$ cat config.mk
export PLATFORM = sky130hd
export DESIGN_NAME = can_bus_wakeup_detector
export DESIGN_NICKNAME = d
export VERILOG_FILES = /design/src/wake_pkg.sv /design/src/can_bus_wakeup_detector.sv
export VERILOG_INCLUDE_DIRS = /design/src /design/src/src
export SDC_FILE = /design/constraint.sdc
export NUM_CORES = 1
export LEC_CHECK = 0
export BUFFER_PORTS_ARGS = -buffer_cell sky130_fd_sc_hd__buf_2
export CAP_MARGIN = 20
export CORE_MARGIN = 5
export CORE_UTILIZATION = 60
export DETAILED_ROUTE_END_ITERATION = 16
export PLACE_DENSITY = 0.87
export SYNTH_ARGS = -nofsm -noshare
export SYNTH_HDL_FRONTEND = slang
export SYNTH_SLANG_ARGS = --single-unit
$ cat constraint.sdc
create_clock -name ref_clk -period 3.5 [get_ports ref_clk]
set_clock_uncertainty 0.15 [all_clocks]
set_input_delay 0 -clock ref_clk [delete_from_list [all_inputs] [get_ports ref_clk]]
set_output_delay 0 -clock ref_clk [all_outputs]
set_load 0.01 [all_outputs]
$ cat src/wake_defs.svh
// Timing and count constants for the CAN bus wake-up detector
`ifndef WAKE_DEFS_SVH
`define WAKE_DEFS_SVH
`define CLK_MHZ 40
`define NS2CYC_UP(ns) ((((ns) * `CLK_MHZ) + 999) / 1000)
`define NS2CYC_DN(ns) (((ns) * `CLK_MHZ) / 1000)
`define FILT_MIN_NS 500
`define FILT_MAX_NS 500000
`define GAP_MAX_NS 500000
`define HS_MAX_NS 22000
`define REG2_MIN_NS 9000
`define NR2N_MIN_NS 15000
`define NR2N_MAX_NS 70000
`define CAN_MAX_NS 10000
`define CSW_MIN_NS 15000
`define CSW_MAX_NS 90000
`define INT_TYP_NS 10000
`define WAKE_PULSES 3
`define CNT_W 16
`endif

$ cat src/wake_pkg.sv
// Types shared by the CAN bus wake-up detector
package wake_pkg;
  typedef enum logic [2:0] {
    M_NORMAL_REQ = 3'h0,
    M_NORMAL = 3'h1,
    M_STANDBY = 3'h2,
    M_STOP = 3'h3,
    M_SLEEP = 3'h4
  } mode_t;
  typedef enum logic {
    F_RECESSIVE = 1'b0,
    F_DOMINANT = 1'b1
  } filt_t;
  typedef struct packed {
    logic hs_on;
    logic hs_off;
    logic reg2_on;
    logic reg2_off;
    logic can_normal;
    logic can_leave;
    logic wd_trigger;
  } cmd_t;
endpackage

$ cat src/can_bus_wakeup_detector.sv
// CAN bus wake-up detector with mode-transition delay timers
// Functional notes
// RL1 - Accept a bus pulse only if wider than 0.5 us and narrower than 500 us.
// RL2 - A rejected pulse clears the pulse counter and raises no wake.
// RL3 - Each accepted pulse counts up; the third raises the wake signal.
// RL4 - A gap over 500 us between accepted pulses clears the counter, no wake.
// RL5 - Wake flag stays set until CAN normal mode is entered, which clears it.
// RL6 - Bus wake detection can be disabled; then no bus wake is produced.
// RL7 - Switch delays are timed from the eighth serial clock falling edge strobe.
// RL8 - High-side switch changes no later than 22 us after the command.
// RL9 - Watchdog trigger in normal-request mode enters normal mode in 15..70 us.
// RL10 - CAN normal command puts the CAN interface in normal mode within 10 us.
// RL11 - Chip-select rising wake in stop enters normal request within 15..90 us.
// RL12 - Host waits 90 us after chip-select wake before an accepted command.
// RL13 - Host waits 20 us after the interrupt wake pulse before a command.
// RL14 - In stop mode a wake drives the interrupt output low for about 10 us.
// RL15 - A bus wake is passed to the mode controller as a wake event.
`timescale 1ns/1ps
`include "wake_defs.svh"
module can_bus_wakeup_detector
  import wake_pkg::*;
#(
  parameter logic [`CNT_W-1:0] FILT_MAX_CYC = `CNT_W'(`NS2CYC_DN(`FILT_MAX_NS)),
  parameter logic [`CNT_W-1:0] GAP_MAX_CYC = `CNT_W'(`NS2CYC_DN(`GAP_MAX_NS))
)
(
  input wire logic ref_clk,
  input wire logic reset_n,
  input wire logic bus_rx_n,
  input wire logic cs_n,
  input wire logic can_wake_enable,
  input wire mode_t device_mode,
  input wire cmd_t cmd,
  output logic can_wake_flag_reg,
  output logic wake_event_reg,
  output logic can_normal_mode_reg,
  output logic battery_high_side_switch_reg,
  output logic secondary_regulator_reg,
  output logic normal_entry_reg,
  output logic normal_request_entry_reg,
  output logic int_n_reg
);
  localparam logic [`CNT_W-1:0] FILT_MIN_CYC = `CNT_W'(`NS2CYC_DN(`FILT_MIN_NS));
  localparam logic [`CNT_W-1:0] HS_CYC = `CNT_W'(`NS2CYC_DN(`HS_MAX_NS));
  localparam logic [`CNT_W-1:0] REG2_CYC = `CNT_W'(`NS2CYC_UP(`REG2_MIN_NS));
  localparam logic [`CNT_W-1:0] NR2N_CYC = `CNT_W'(`NS2CYC_UP(`NR2N_MIN_NS));
  localparam logic [`CNT_W-1:0] CAN_CYC = `CNT_W'(`NS2CYC_DN(`CAN_MAX_NS));
  localparam logic [`CNT_W-1:0] CSW_CYC = `CNT_W'(`NS2CYC_UP(`CSW_MIN_NS));
  localparam logic [`CNT_W-1:0] INT_CYC = `CNT_W'(`NS2CYC_DN(`INT_TYP_NS));
  localparam logic [1:0] LAST_PULSE = 2'(`WAKE_PULSES - 1);
  localparam logic [`CNT_W-1:0] ONE = `CNT_W'(1);
  localparam int HS_MAX_I = `NS2CYC_DN(`HS_MAX_NS);
  localparam int CAN_MAX_I = `NS2CYC_DN(`CAN_MAX_NS);
  localparam int NR_MIN_I = `NS2CYC_UP(`NR2N_MIN_NS);
  localparam int NR_MAX_I = `NS2CYC_DN(`NR2N_MAX_NS);
  localparam int CSW_MIN_I = `NS2CYC_UP(`CSW_MIN_NS);
  localparam int CSW_MAX_I = `NS2CYC_DN(`CSW_MAX_NS);

  logic rx_meta_reg, rx_sync_reg, cs_meta_reg, cs_sync_reg, cs_old_reg;
  filt_t filt_reg, filt_next;
  logic [`CNT_W-1:0] width_reg, width_next, gap_reg, gap_next;
  logic [1:0] pulse_cnt_reg, pulse_cnt_next;
  logic pulse_end, accept, reject, gap_timeout, low_power, wake_set, wake_clear;
  logic can_wake_flag_next, wake_event_next;
  logic [`CNT_W-1:0] hs_tmr_reg, hs_tmr_next, reg2_tmr_reg, reg2_tmr_next;
  logic [`CNT_W-1:0] can_tmr_reg, can_tmr_next, nr_tmr_reg, nr_tmr_next;
  logic [`CNT_W-1:0] csw_tmr_reg, csw_tmr_next, int_tmr_reg, int_tmr_next;
  logic hs_target_reg, hs_target_next, reg2_target_reg, reg2_target_next;
  logic can_normal_mode_next, hs_next, reg2_next, normal_entry_next;
  logic normal_request_entry_next, int_n_next, cs_wake;
  logic [`CNT_W-1:0] nr_age_reg, nr_age_next, cs_age_reg, cs_age_next;

  function automatic logic [`CNT_W-1:0] tick(input logic [`CNT_W-1:0] t);
    tick = (t != '0) ? t - ONE : t;
  endfunction

  // Pin synchronisers
  always_ff @(posedge ref_clk)
  begin
    if (!reset_n)
    begin
      rx_meta_reg <= 1'b1;
      rx_sync_reg <= 1'b1;
      cs_meta_reg <= 1'b1;
      cs_sync_reg <= 1'b1;
      cs_old_reg <= 1'b1;
    end
    else
    begin
      rx_meta_reg <= bus_rx_n;
      rx_sync_reg <= rx_meta_reg;
      cs_meta_reg <= cs_n;
      cs_sync_reg <= cs_meta_reg;
      cs_old_reg <= cs_sync_reg;
    end
  end

  // Pulse width filter, pulse counter and wake timeout
  always_comb
  begin
    filt_next = filt_reg;
    width_next = width_reg;
    pulse_end = 1'b0;
    case (filt_reg)
      F_RECESSIVE:
      begin
        if (!rx_sync_reg)
        begin
          filt_next = F_DOMINANT;
          width_next = ONE;
        end
      end
      F_DOMINANT:
      begin
        if (rx_sync_reg)
        begin
          filt_next = F_RECESSIVE;
          pulse_end = 1'b1;
        end
        else if (width_reg != FILT_MAX_CYC)
        begin
          width_next = width_reg + ONE;
        end
      end
      default:
        filt_next = F_RECESSIVE;
    endcase
    accept = pulse_end && (width_reg > FILT_MIN_CYC) && (width_reg < FILT_MAX_CYC); // [RL1]
    reject = (pulse_end && !accept) ||
             ((filt_reg == F_DOMINANT) && (width_reg == FILT_MAX_CYC));
    gap_timeout = (pulse_cnt_reg != 2'h0) && (gap_reg > GAP_MAX_CYC); // [RL4]
    low_power = (device_mode == M_STOP) || (device_mode == M_SLEEP);
    wake_set = 1'b0;
    pulse_cnt_next = pulse_cnt_reg;
    if (!can_wake_enable || !low_power || reject || gap_timeout) // [RL2] [RL4] [RL6]
      pulse_cnt_next = 2'h0;
    else if (accept)
    begin
      if (pulse_cnt_reg == LAST_PULSE) // [RL3]
      begin
        wake_set = 1'b1;
        pulse_cnt_next = 2'h0;
      end
      else
      begin
        pulse_cnt_next = pulse_cnt_reg + 2'h1;
      end
    end
    gap_next = (accept || pulse_cnt_next == 2'h0) ? '0 :
               ((gap_reg > GAP_MAX_CYC) ? gap_reg : gap_reg + ONE);
    wake_clear = (can_tmr_reg == ONE) && !cmd.can_leave;
    // Set wins over the clear by CAN normal entry
    can_wake_flag_next = wake_set ? 1'b1 : (wake_clear ? 1'b0 : can_wake_flag_reg); // [RL5]
    wake_event_next = wake_set; // [RL15]
  end

  always_ff @(posedge ref_clk)
  begin
    if (!reset_n)
    begin
      filt_reg <= F_RECESSIVE;
      width_reg <= '0;
      gap_reg <= '0;
      pulse_cnt_reg <= 2'h0;
      can_wake_flag_reg <= 1'b0;
      wake_event_reg <= 1'b0;
    end
    else
    begin
      filt_reg <= filt_next;
      width_reg <= width_next;
      gap_reg <= gap_next;
      pulse_cnt_reg <= pulse_cnt_next;
      can_wake_flag_reg <= can_wake_flag_next;
      wake_event_reg <= wake_event_next;
    end
  end

  // Mode-transition delay timers; commands arrive on the 8th clock falling edge strobe
  always_comb
  begin
    cs_wake = cs_sync_reg && !cs_old_reg && (device_mode == M_STOP);
    hs_tmr_next = tick(hs_tmr_reg);
    reg2_tmr_next = tick(reg2_tmr_reg);
    can_tmr_next = tick(can_tmr_reg);
    nr_tmr_next = tick(nr_tmr_reg);
    csw_tmr_next = tick(csw_tmr_reg);
    int_tmr_next = tick(int_tmr_reg);
    hs_target_next = hs_target_reg;
    reg2_target_next = reg2_target_reg;
    if (cmd.hs_on || cmd.hs_off) // [RL7]
    begin
      hs_tmr_next = HS_CYC;
      hs_target_next = cmd.hs_on;
    end
    if (cmd.reg2_on || cmd.reg2_off) // [RL7]
    begin
      reg2_tmr_next = REG2_CYC;
      reg2_target_next = cmd.reg2_on;
    end
    if (cmd.can_normal)
      can_tmr_next = CAN_CYC;
    if (cmd.wd_trigger && device_mode == M_NORMAL_REQ)
      nr_tmr_next = NR2N_CYC;
    if (cs_wake)
      csw_tmr_next = CSW_CYC;
    if ((wake_set || cs_wake) && device_mode == M_STOP) // [RL14]
      int_tmr_next = INT_CYC;
    hs_next = (hs_tmr_reg == ONE) ? hs_target_reg : battery_high_side_switch_reg; // [RL8]
    reg2_next = (reg2_tmr_reg == ONE) ? reg2_target_reg : secondary_regulator_reg;
    can_normal_mode_next = cmd.can_leave ? 1'b0 :
                           ((can_tmr_reg == ONE) ? 1'b1 : can_normal_mode_reg); // [RL10]
    normal_entry_next = (nr_tmr_reg == ONE); // [RL9]
    normal_request_entry_next = (csw_tmr_reg == ONE); // [RL11]
    int_n_next = (int_tmr_next == '0);
    // Cycle age of each pending mode entry, only watched by the assertions
    nr_age_next = (cmd.wd_trigger && device_mode == M_NORMAL_REQ) ? ONE :
                  ((normal_entry_reg || nr_age_reg == '0) ? '0 : nr_age_reg + ONE);
    cs_age_next = cs_wake ? ONE :
                  ((normal_request_entry_reg || cs_age_reg == '0) ? '0 : cs_age_reg + ONE);
  end

  always_ff @(posedge ref_clk)
  begin
    if (!reset_n)
    begin
      hs_tmr_reg <= '0;
      reg2_tmr_reg <= '0;
      can_tmr_reg <= '0;
      nr_tmr_reg <= '0;
      csw_tmr_reg <= '0;
      int_tmr_reg <= '0;
      hs_target_reg <= 1'b0;
      reg2_target_reg <= 1'b0;
      battery_high_side_switch_reg <= 1'b0;
      secondary_regulator_reg <= 1'b0;
      can_normal_mode_reg <= 1'b0;
      normal_entry_reg <= 1'b0;
      normal_request_entry_reg <= 1'b0;
      int_n_reg <= 1'b1;
      nr_age_reg <= '0;
      cs_age_reg <= '0;
    end
    else
    begin
      hs_tmr_reg <= hs_tmr_next;
      reg2_tmr_reg <= reg2_tmr_next;
      can_tmr_reg <= can_tmr_next;
      nr_tmr_reg <= nr_tmr_next;
      csw_tmr_reg <= csw_tmr_next;
      int_tmr_reg <= int_tmr_next;
      hs_target_reg <= hs_target_next;
      reg2_target_reg <= reg2_target_next;
      battery_high_side_switch_reg <= hs_next;
      secondary_regulator_reg <= reg2_next;
      can_normal_mode_reg <= can_normal_mode_next;
      normal_entry_reg <= normal_entry_next;
      normal_request_entry_reg <= normal_request_entry_next;
      int_n_reg <= int_n_next;
      nr_age_reg <= nr_age_next;
      cs_age_reg <= cs_age_next;
    end
  end
endmodule // can_bus_wakeup_detector

After elaboration in Yosys (flattened, before gate mapping):

Cells that the tools add are included.

* register bits: 146
* output and inout bits: 8
* logic and storage cells: 132

* add/sub/neg operators: 9
* $lt $le $gt $ge: 3
* equality and inequality tests: 13
* multiplexer cells: 27
* bitwise gates (word level): 2
* reductions and logical operators: 48

Operators with widths (number)
* $reduce_bool A16 Y1: 6
* $sub A16 B1 Y16 const B: 6
* $eq A16 B1 Y1 const B: 5
* $mux W16: 5
* $mux W10: 6
* $mux W9: 4
* $add A16 B1 Y16 const B: 2
* $pmux W16 S2: 1
* $eq A16 B15 Y1 const B: 1
* $gt A16 B15 Y1 const B: 1
* $gt A16 B5 Y1 const B: 1
* $logic_not A16 Y1: 1
* $lt A16 B15 Y1 const B: 1
* $ne A16 B15 Y1 const B: 1
* $reduce_bool A2 Y1: 7
* $reduce_or A2 Y1: 7
* $logic_and A1 B1 Y1: 10
* $logic_or A1 B1 Y1: 9
* $mux W1: 8
* $mux W2: 3
* $logic_not A1 Y1: 5
* $ne A2 B2 Y1 const B: 2
* $eq A3 B2 Y1 const B: 1
* $eq A3 B3 Y1 const B: 1
* other kinds (7): 8

Longest topological paths before layout:

Gate-level depths: netlist of run 1.

* depth in word-level cells: 14
* mapped depth: 10
* mapped depth without buffers: 8

Worst setup path before layout of run 1:

OpenSTA, ideal clock, no wires.

* path kind: reg2reg
* from: reg int_tmr_reg[0]
* to: reg int_n_reg
* setup time: 84 ps
* arrival time: 2243 ps
* slack: 1023 ps
* stages on the path, launching flop included: 10
* buffers on the path: 1
* period minus slack after synthesis: 2477 ps
* cells stage by stage: dfxtp_1 -> inv_1 -> ha_1 -> or4b_4 -> or4_4 -> buf_6 -> nor3b_2 -> xnor2_2 -> nand3_1 -> o31ai_2

* longest elaborated chain between the ends: 4
* elaborated cells between the ends (all ways): 5
* classes of those cells: add/sub (1); mux (2); reduce/logical (2)

RTL lines
* start: declaration: line can_bus_wakeup_detector.sv:67 `` logic [`CNT_W-1:0] csw_tmr_reg, csw_tmr_next, int_tmr_reg, int_tmr_next; ``
* start signal: assignment: line can_bus_wakeup_detector.sv:251 `int_tmr_reg <= int_tmr_next;`
* $sub A16 B1 Y16 or $reduce_bool A16 Y1 (tied branches): line can_bus_wakeup_detector.sv:74 `tick = (t != '0) ? t - ONE : t;`
* $mux W16 (*): line can_bus_wakeup_detector.sv:74
* $mux W16 (*): line can_bus_wakeup_detector.sv:207 `if ((wake_set || cs_wake) && device_mode == M_STOP)`
* $logic_not A16 Y1 (*): line can_bus_wakeup_detector.sv:215 `int_n_next = (int_tmr_next == '0);`
* end signal: assignment: line can_bus_wakeup_detector.sv:259 `int_n_reg <= int_n_next;`
* end: declaration: line can_bus_wakeup_detector.sv:41 `output logic int_n_reg`

Mark *: on every way between the ends. The rest lies on a longest branch, timed or not.
A chain may end at the register's enable or synchronous reset.

Worst setup path in the final report of run 1:

* from: reg can_tmr_reg[10]
* to: reg can_tmr_reg[4]

* longest elaborated chain between the ends: 2

RTL lines
* start: declaration: line can_bus_wakeup_detector.sv:66 `` logic [`CNT_W-1:0] can_tmr_reg, can_tmr_next, nr_tmr_reg, nr_tmr_next; ``
* start signal: assignment: line can_bus_wakeup_detector.sv:248 `can_tmr_reg <= can_tmr_next;`
* $reduce_bool A16 Y1: line can_bus_wakeup_detector.sv:74
* $reduce_bool A2 Y1 (no line)

Every way passes these cells.

==> results.cfg, run 1 <==
[worst_setup_path]
worst_ep_arrival_time_ns = 3.17
crit_chain = or4_1 > nor4_2 > nand2_1 > nand3_1 > xnor2_1 > o21a_1 > dlygate4sd3_1
cp-end-kind = flip-flop
worstSetupPathType = reg -> reg
critPathMaxStageDelay_ns = 0.64
cp_slowest_cell = or4_1
critical_path.max_fanout = 6
cp.required_ns = 3.66
cp-start-kind = flip-flop

[sta]
max_slew_margin_pct = 32.1
final-setup-viol-count = 0
slew_violations = 0
fmax_ghz = 0.332
fin_setup_tns_ns = 0
worstMarginPinSlew_ns = 1.01
rsz0062_at_grt = no
period_share_pct = 86.1
finalHoldViolations = 0
period_minus_slack_ns = 3.01

[clock_network]
cts_resized = 0
htreeDepth = 4
cts_tree = built
clockBufferDepth = 2
postCtsSetupBuffers = 0
clkLatencyLatePin_ns = 0.43
numCtsBuffers = 17
clk_pin_slew_ns = 0.06
ctsRootBufferMaster = clkbuf_16
clock_sinks = 146

[logic_synthesis]
synth_xor_area_share_pct = 11.5
synth_top_family_by_area = simple AND/OR/NAND/NOR gates
yosysMostFrequentCell = dfxtp_1
synthArstFlopShare_pct = 0
synthTopCellsByCount = dfxtp_1, nor2_1, a21oi_1
ys_seq_area_share_pct = 43.2
muxShareOfSynthArea_pct = 0.925
yosys.area.top_type = dfxtp_1
ys_top_cells_by_area = dfxtp_1, nor2_1, xnor2_1
post_synth.cell_area_avg_um2 = 8.65
synth_top_area_share_pct = 43.2
synth_edf_count = 0
syn_area_mm2 = 0.00677
synth_warnings = 0
synth.distinct_cells = 65
synthAdderAreaFrac_pct = 2.96
synthCells = 782
synthesis.nets = 813
synth-seq-cells = 146
yosys_most_used_dff = dfxtp_1
synth-simple-area-share_pct = 28.2
synth_compound_area_share_pct = 10.4

[grt]
grt_max_degree = 28
grt_pass1_wl_mm = 25.3
gr-usage-met1_pct = 26.5
track_usage_pct = 23.2
grt.busiest_layer = met2
grt_pass1_vias = 5658
use_met3_pct = 6.22
grtUsageMet2_pct = 40.5
grt.overflow.total = 0
antenna_found_initial = 0

[final_layout]
syn2layout_area_growth_pct = 14.4
drive_above_1_share_pct = 9.46
layout.nets = 853
antenna_cells = 0

[route]
drt-total-wl_mm = 14.8
ant_nets = 0
drt-initial-drc-count = 436
drc = 0
viasPerCell = 5.90
via_count = 5755
wl_per_cell_um = 15.2
drt_first_pass_iters = 7

[run]
cap_violations = 0

[floorplanning]
coreArea_mm2 = 0.0109
boundaryPins = 23
die_height_um = 116
num_rows = 38
die_w_um = 116
die_area_mm2 = 0.0135
start_util_pct = 61.9

[pwr]
power_w = 0.00620
p_leak_nw = 2.89
p_per_area_mw_per_mm2 = 801
irDropWorstVdd_mv = 0.505

[min_path]
hp-class = in -> reg

[placement]
dpl.hpwl_mm = 9.70
routabilityCongestion = 0.896
io_buffers = 22

[status]
status = finished, final reports clean
layout by cell type, fill, tap and decap left out, types with 5 or more instances in the layout:
cell and instances:
nor4_1 22, nand3_1 28, nand2_1 50, buf_2 22, dfxtp_1 146, xnor2_1 51
nand2b_1 13, nor2b_1 6, dlygate4sd3_1 16, nor2_1 127, a31oi_1 5, a211oi_1 10
nor3_1 36, nand3b_1 5, nand4_1 10, a21oi_1 53, ha_1 16, inv_1 28
o21ai_0 12, xor2_1 36, clkbuf_16 17, or3_1 16, and3_1 7, or4_1 9
nand4b_1 8
final timing paths:
path                                                    from                          end  slack [ns]  cells past startpoint
worst min-delay path                          device_mode[1]    int_tmr_reg[7]$_SDFF_PN0_        0.05                      4
worst max register to register  can_tmr_reg[10]$_SDFFE_PP0P_  can_tmr_reg[4]$_SDFFE_PN0P_        0.49                      7
worst min register to register        cs_meta_reg$_SDFF_PN1_       cs_sync_reg$_SDFF_PN1_        0.26                      1
worst max-delay path            can_tmr_reg[10]$_SDFFE_PP0P_  can_tmr_reg[4]$_SDFFE_PN0P_        0.49                      7
metrics by stage:
| step | setup slack, ns | util [%] | std cells | hold WS [ns] | instance area (um2) |
|---|---|---|---|---|---|
| 2_1_floorplan | 1.02 | - | 782 | -0.0707 | 6770 |
| 6_report | 0.485 | 70.8 | 975 | 0.0525 | 7740 |
| 4_1_cts | 0.503 | 70.8 | 975 | 0.0482 | 7740 |
| 5_1_grt | 0.333 | 70.8 | 975 | 0.0736 | 7740 |
| 3_5_place_dp | 0.756 | 63.8 | 927 | 0.0403 | 6980 |
| 3_3_place_gp | 1.00 | 63.8 | 927 | 0.0340 | 6980 |
where the power goes:
group | switching [W] | internal (W)
logic | 0.00119 | 0.000916
clock network | 0.000704 | 0.00114
registers | 0.000310 | 0.00194
total | 0.00221 | 0.00399
critical path: cells and delay by family (launching register included):
family	cells	cell delay, ns
AO/OA/AOI/OAI	1	0.16
XOR/XNOR	1	0.08
buffers and inverters	1	0.56
flip-flops	1	0.36
AND/OR/NAND/NOR	4	1.60
layer usage:
| layer | vias to the layer above | share of wire (%) |
|---|---|---|
| met3 | 48 | 5.3 |
| met2 | 195 | 51 |
| li1 | 2826 | - |
| met1 | 2686 | 41 |
| met4 | 0 | 2.7 |
| met5 | - | 0 |
area by class of cell:
class / instances / area [um2]
sequential: 146 / 2920
clock inverter: 13 / 161
fill: 815 / 3190
inverter: 29 / 109
multi-input combinational: 589 / 3650
clock buffer: 19 / 443
timing repair buffer: 39 / 278
tap: 140 / 175
cell families after synthesis:
| family | Yosys count |
|---|---|
| other cells | 1 |
| xor+xnor | 88 |
| buf+inv | 47 |
| fa+ha+maj | 16 |
| compound gates | 110 |
| flops | 146 |
| mux | 6 |
| simple gates | 368 |
repair_timing:
action	in CTS	in global routing
endpoints found under the hold margin	28	0
endpoints found under the setup margin	0	0
hold buffers	16	0
(Power assumes the default switching activity.)
==> run 2: changes to the inputs <==
Settings changed: PLACE_DENSITY 0.87 to 0.88.
==> results.cfg, run 2 (synthesis results as in run 1) <==
[pwr]
p_leak_nw = 2.93
p_per_area_mw_per_mm2 = 826
irDropWorstVdd_mv = 0.473

[worst_setup_path]
cp_slowest_cell = or4_1
r2r-end = can_tmr_reg[7]$_SDFFE_PN0P_
worstSetupPathType = reg -> reg
worst_ep_arrival_time_ns = 3.19
crit_chain = or4_1 > nor4_2 > nand2_1 > nand3_1 > xnor2_1 > o21a_1 > dlygate4sd3_1
cp-end-kind = flip-flop
rr_worst_depth = 7
cp-start-kind = flip-flop
critPathMaxStageDelay_ns = 0.64
critical_path.max_fanout = 6
setup.worst_path.start = can_tmr_reg[10]$_SDFFE_PP0P_
crit_cells = 7
crit_family = simple AND/OR/NAND/NOR gates
worstSetupEndpoint = can_tmr_reg[7]$_SDFFE_PN0P_
r2r_slack_ns = 0.47
rr_startpoint = can_tmr_reg[10]$_SDFFE_PP0P_
cp.required_ns = 3.66
cp.buffers_inverters = 1

[final_layout]
syn2layout_area_growth_pct = 15.5
mostFrequentLayoutCells = dfxtp_1, nor2_1, a21oi_1
multiInputGateArea_mm2 = 0.00365
final_common_cell = dfxtp_1
drive_above_1_share_pct = 9.46
final-seq-area_mm2 = 0.00292
layout.nets = 853
design_area_mm2 = 0.00781
fillers = 773
antenna_cells = 0

[route]
wl_met2_mm = 8.00
drt_first_pass_iters = 5
wl_met3_um = 666
wl_per_cell_um = 15.8
drt-total-wl_mm = 15.4
ant_nets = 0
drt-initial-drc-count = 436
drc = 0
highest_layer = met4
viasPerCell = 6.00
via_count = 5854
met1_length_mm = 6.37

[clock_network]
clkLatencyLatePin_ns = 0.42
postCtsSetupBuffers = 0
numCtsBuffers = 17
cts_tree = built
cts_resized = 0
htreeDepth = 4
clockBufferDepth = 2
ctsRootBufferMaster = clkbuf_16
hold_buffers = 16
clk_pin_slew_ns = 0.06
clock_sinks = 146

[sta]
finalHoldViolations = 0
rsz0062_at_grt = no
period_share_pct = 86.6
fmax_ghz = 0.330
worstMarginPinSlew_ns = 1.07
max_slew_margin_pct = 28.2
period_minus_slack_ns = 3.03
final-setup-viol-count = 0
fin_setup_tns_ns = 0
slew_violations = 0

[floorplanning]
boundaryPins = 23
die_w_um = 116
die_area_mm2 = 0.0135
die_height_um = 116
start_util_pct = 61.9
num_rows = 38
coreArea_mm2 = 0.0109

[placement]
routabilityCongestion = 0.892
dpl.hpwl_mm = 9.63
place_area_mm2 = 0.00698
io_buffers = 22

[status]
status = finished, final reports clean

[run]
cap_violations = 0

[grt]
grt.overflow.total = 0
grt_pass1_vias = 5862
grt_max_degree = 28
antenna_found_initial = 0
grt_pass1_wl_mm = 26.4
track_usage_pct = 24.2

[min_path]
hp-class = in -> reg
-- run 2: report_power, final --
part,internal [W],switching [W]
Combinational,0.000917,0.00121
Clock,0.00136,0.000706
Sequential,0.00194,0.000318
-- run 2: worst min-delay path: cells and delay by family --
kind	cells	cell delay, ns
buffers and inverters	1	0.11
AND/OR/NAND/NOR	1	0.18
AO/OA/AOI/OAI	2	0.29
-- run 2: through the flow --
| step | setup slack [ns] | hold slack, ns | utilization, % | std cells | total power [W] |
|---|---|---|---|---|---|
| 6_report | 0.470 | 0.0762 | 71.4 | 975 | 0.00645 |
| 4_1_cts | 0.483 | 0.0559 | 71.4 | 975 | 0.00643 |
| 3_3_place_gp | 1.00 | 0.0337 | 63.8 | 927 | 0.00415 |
| 2_1_floorplan | 1.02 | -0.0707 | - | 782 | 0.00390 |
| 3_5_place_dp | 0.823 | 0.0392 | 63.8 | 927 | 0.00427 |
| 5_1_grt | 0.326 | 0.0877 | 71.4 | 975 | 0.00681 |
-- run 2: metal layers --
layer / vias up / GRT usage (%)
met4: 0 / 10.4
met1: 2817 / 27.9
met2: 174 / 43.0
li1: 2832 / -
met5: - / 0
met3: 31 / 5.49
-- run 2: worst min path at each step --
stage	from	endpoint	slack (ns)	cells after the start
global placement	cmd[1]	can_normal_mode_reg$_SDFFE_PP0P_	0.03	2
global route	can_wake_enable	pulse_cnt_reg[1]$_SDFF_PN0_	0.09	5
finish	device_mode[1]	int_tmr_reg[4]$_SDFF_PN0_	0.08	4
detailed placement	cmd[1]	can_normal_mode_reg$_SDFFE_PP0P_	0.04	2
floorplan	cmd[1]	can_normal_mode_reg$_SDFFE_PP0P_	-0.07	1
CTS	device_mode[1]	int_tmr_reg[4]$_SDFF_PN0_	0.06	4
-- run 2: area by class of cell --
type	instances	share of cell area, %
Clock buffer	19	5.67
Multi-Input combinational cell	589	46.8
Timing Repair Buffer	39	3.56
Sequential cell	146	37.4
Inverter	29	1.39
Tap cell	140	2.24
Clock inverter	13	2.96
==> run 3: changes to the inputs <==
Settings changed: ABC_CLOCK_PERIOD_IN_PS from default to 3100, CTS_BUF_LIST from default to sky130_fd_sc_hd__clkbuf_4 sky130_fd_sc_hd__clkbuf_8.
Clock period 3.5 ns to 3.1 ns, I/O delays scaled along.
==> results.cfg, run 3 (synthesis results as in run 1) <==
[sta]
rsz0062_at_grt = no
period_minus_slack_ns = 2.85
finalHoldViolations = 0
worstMarginPinSlew_ns = 0.985
max_slew_margin_pct = 33.9
final-setup-viol-count = 0
setup_slack_ns = 0.251
fin_setup_tns_ns = 0
holdWs_ns = 0.0171
slew_violations = 0
fmax_ghz = 0.351
period_share_pct = 91.9

[route]
viasPerCell = 5.79
ant_nets = 0
via_count = 5675
drc = 0
drt-initial-drc-count = 449
drt_first_pass_iters = 5
drt-total-wl_mm = 14.1
wl_per_cell_um = 14.4

[worst_setup_path]
cp_slowest_cell = or4_1
cp.required_ns = 3.28
crit_chain = or4_1 > nor4_4 > nand2_1 > nand3_1 > xnor2_1 > o21a_1 > dlygate4sd3_1
cp-end-kind = flip-flop
worst_ep_arrival_time_ns = 3.03
worstSetupPathType = reg -> reg
critPathMaxStageDelay_ns = 0.66
cp-start-kind = flip-flop
critical_path.max_fanout = 6

[grt]
antenna_found_initial = 0
grt_pass1_vias = 5537
grt.overflow.total = 0
use_met3_pct = 5.91
grt_pass1_wl_mm = 24.1
track_usage_pct = 21.9
gr-usage-met1_pct = 25.3
grt_max_degree = 17
grt.busiest_layer = met2
grtUsageMet2_pct = 39.0

[clock_network]
clkLatencyLatePin_ns = 0.44
clk_pin_slew_ns = 0.08
clock_sinks = 146
postCtsSetupBuffers = 0
numCtsBuffers = 17
cts_tree = built
clockBufferDepth = 2
ctsRootBufferMaster = clkbuf_8
htreeDepth = 4

[final_layout]
final_common_cell = dfxtp_1
antenna_cells = 0
design_area_mm2 = 0.00757
drive_above_1_share_pct = 9.88
layout.nets = 859
mostFrequentLayoutCells = dfxtp_1, nor2_1, a21oi_1
syn2layout_area_growth_pct = 11.9

[min_path]
hp-class = in -> reg

[run]
cap_violations = 0

[floorplanning]
coreArea_mm2 = 0.0109
boundaryPins = 23
num_rows = 38
start_util_pct = 61.9
die_w_um = 116
die_area_mm2 = 0.0135
die_height_um = 116

[placement]
io_buffers = 22
place_area_mm2 = 0.00701
dpl.hpwl_mm = 9.71
place_ws_ns = 0.524
routabilityCongestion = 0.892

[pwr]
irDropWorstVdd_mv = 0.588
p_per_area_mw_per_mm2 = 824
p_leak_nw = 2.81

[status]
status = finished, final reports clean
[run 3: changes by cell type in the layout (fill, tap and decap cells not counted), moves of 2 or more]
| cell | before | now |
|---|---|---|
| clkbuf_8 | 1 | 23 |
| clkbuf_16 | 17 | 0 |
| bufinv_16 | 6 | 0 |
| buf_4 | 1 | 5 |
| clkinvlp_4 | 2 | 6 |
| clkinv_4 | 2 | 0 |
| dlygate4sd3_1 | 16 | 18 |
[run 3: layout make-up]
| cell class | instances | area, um2 |
|---|---|---|
| Multi-Input combinational cell | 589 | 3660 |
| Inverter | 29 | 109 |
| Clock inverter | 7 | 50.0 |
| Clock buffer | 24 | 324 |
| Fill cell | 829 | 3360 |
| Tap cell | 140 | 175 |
| Timing Repair Buffer | 45 | 328 |
| Sequential cell | 146 | 2920 |
[run 3: worst max-delay path, delay by kind of cell (launching register included)]
family / cells / cell delay, ns
AOI/OAI and AO/OA: 1 / 0.16
buffers and inverters: 1 / 0.54
and+or+nand+nor: 4 / 1.45
xor gates and xnor gates: 1 / 0.07
DFF: 1 / 0.36
[run 3: repair_timing]
action	in CTS	in global routing
resized for setup	0	1
hold buffers	18	0
endpoints found under the setup margin	0	1
hold endpoints to repair	32	0
[run 3: final timing paths]
path / depth (start not counted) / to / from / slack [ns]
worst min-delay path: 4 / int_tmr_reg[7]$_SDFF_PN0_ / device_mode[1] / 0.02
worst max-delay path: 7 / can_tmr_reg[4]$_SDFFE_PN0P_ / can_tmr_reg[10]$_SDFFE_PP0P_ / 0.25
worst min register to register: 1 / rx_sync_reg$_SDFF_PN1_ / rx_meta_reg$_SDFF_PN1_ / 0.28
worst max register to register: 7 / can_tmr_reg[4]$_SDFFE_PN0P_ / can_tmr_reg[10]$_SDFFE_PP0P_ / 0.25
[run 3: power breakdown]
part	switching, W	internal (W)
sequential	0.000348	0.00219
combinational	0.00128	0.00105
clock	0.000681	0.000684
total	0.00231	0.00392
[run 3: layer usage]
layer,vias to the layer above,part of all wire [%]
met1,2689,43
met3,30,3.5
met4,0,1.8
met2,117,51
met5,-,0
li1,2839,-
[run 3: per-stage QoR]
step | cells | power (W) | util (%)
after global placement | 931 | 0.00471 | 64.1
after detailed placement | 931 | 0.00482 | 64.1
after global routing | 980 | 0.00669 | 69.2
final | 980 | 0.00624 | 69.2
after CTS | 980 | 0.00622 | 69.2
after floorplan | 782 | 0.00440 | -
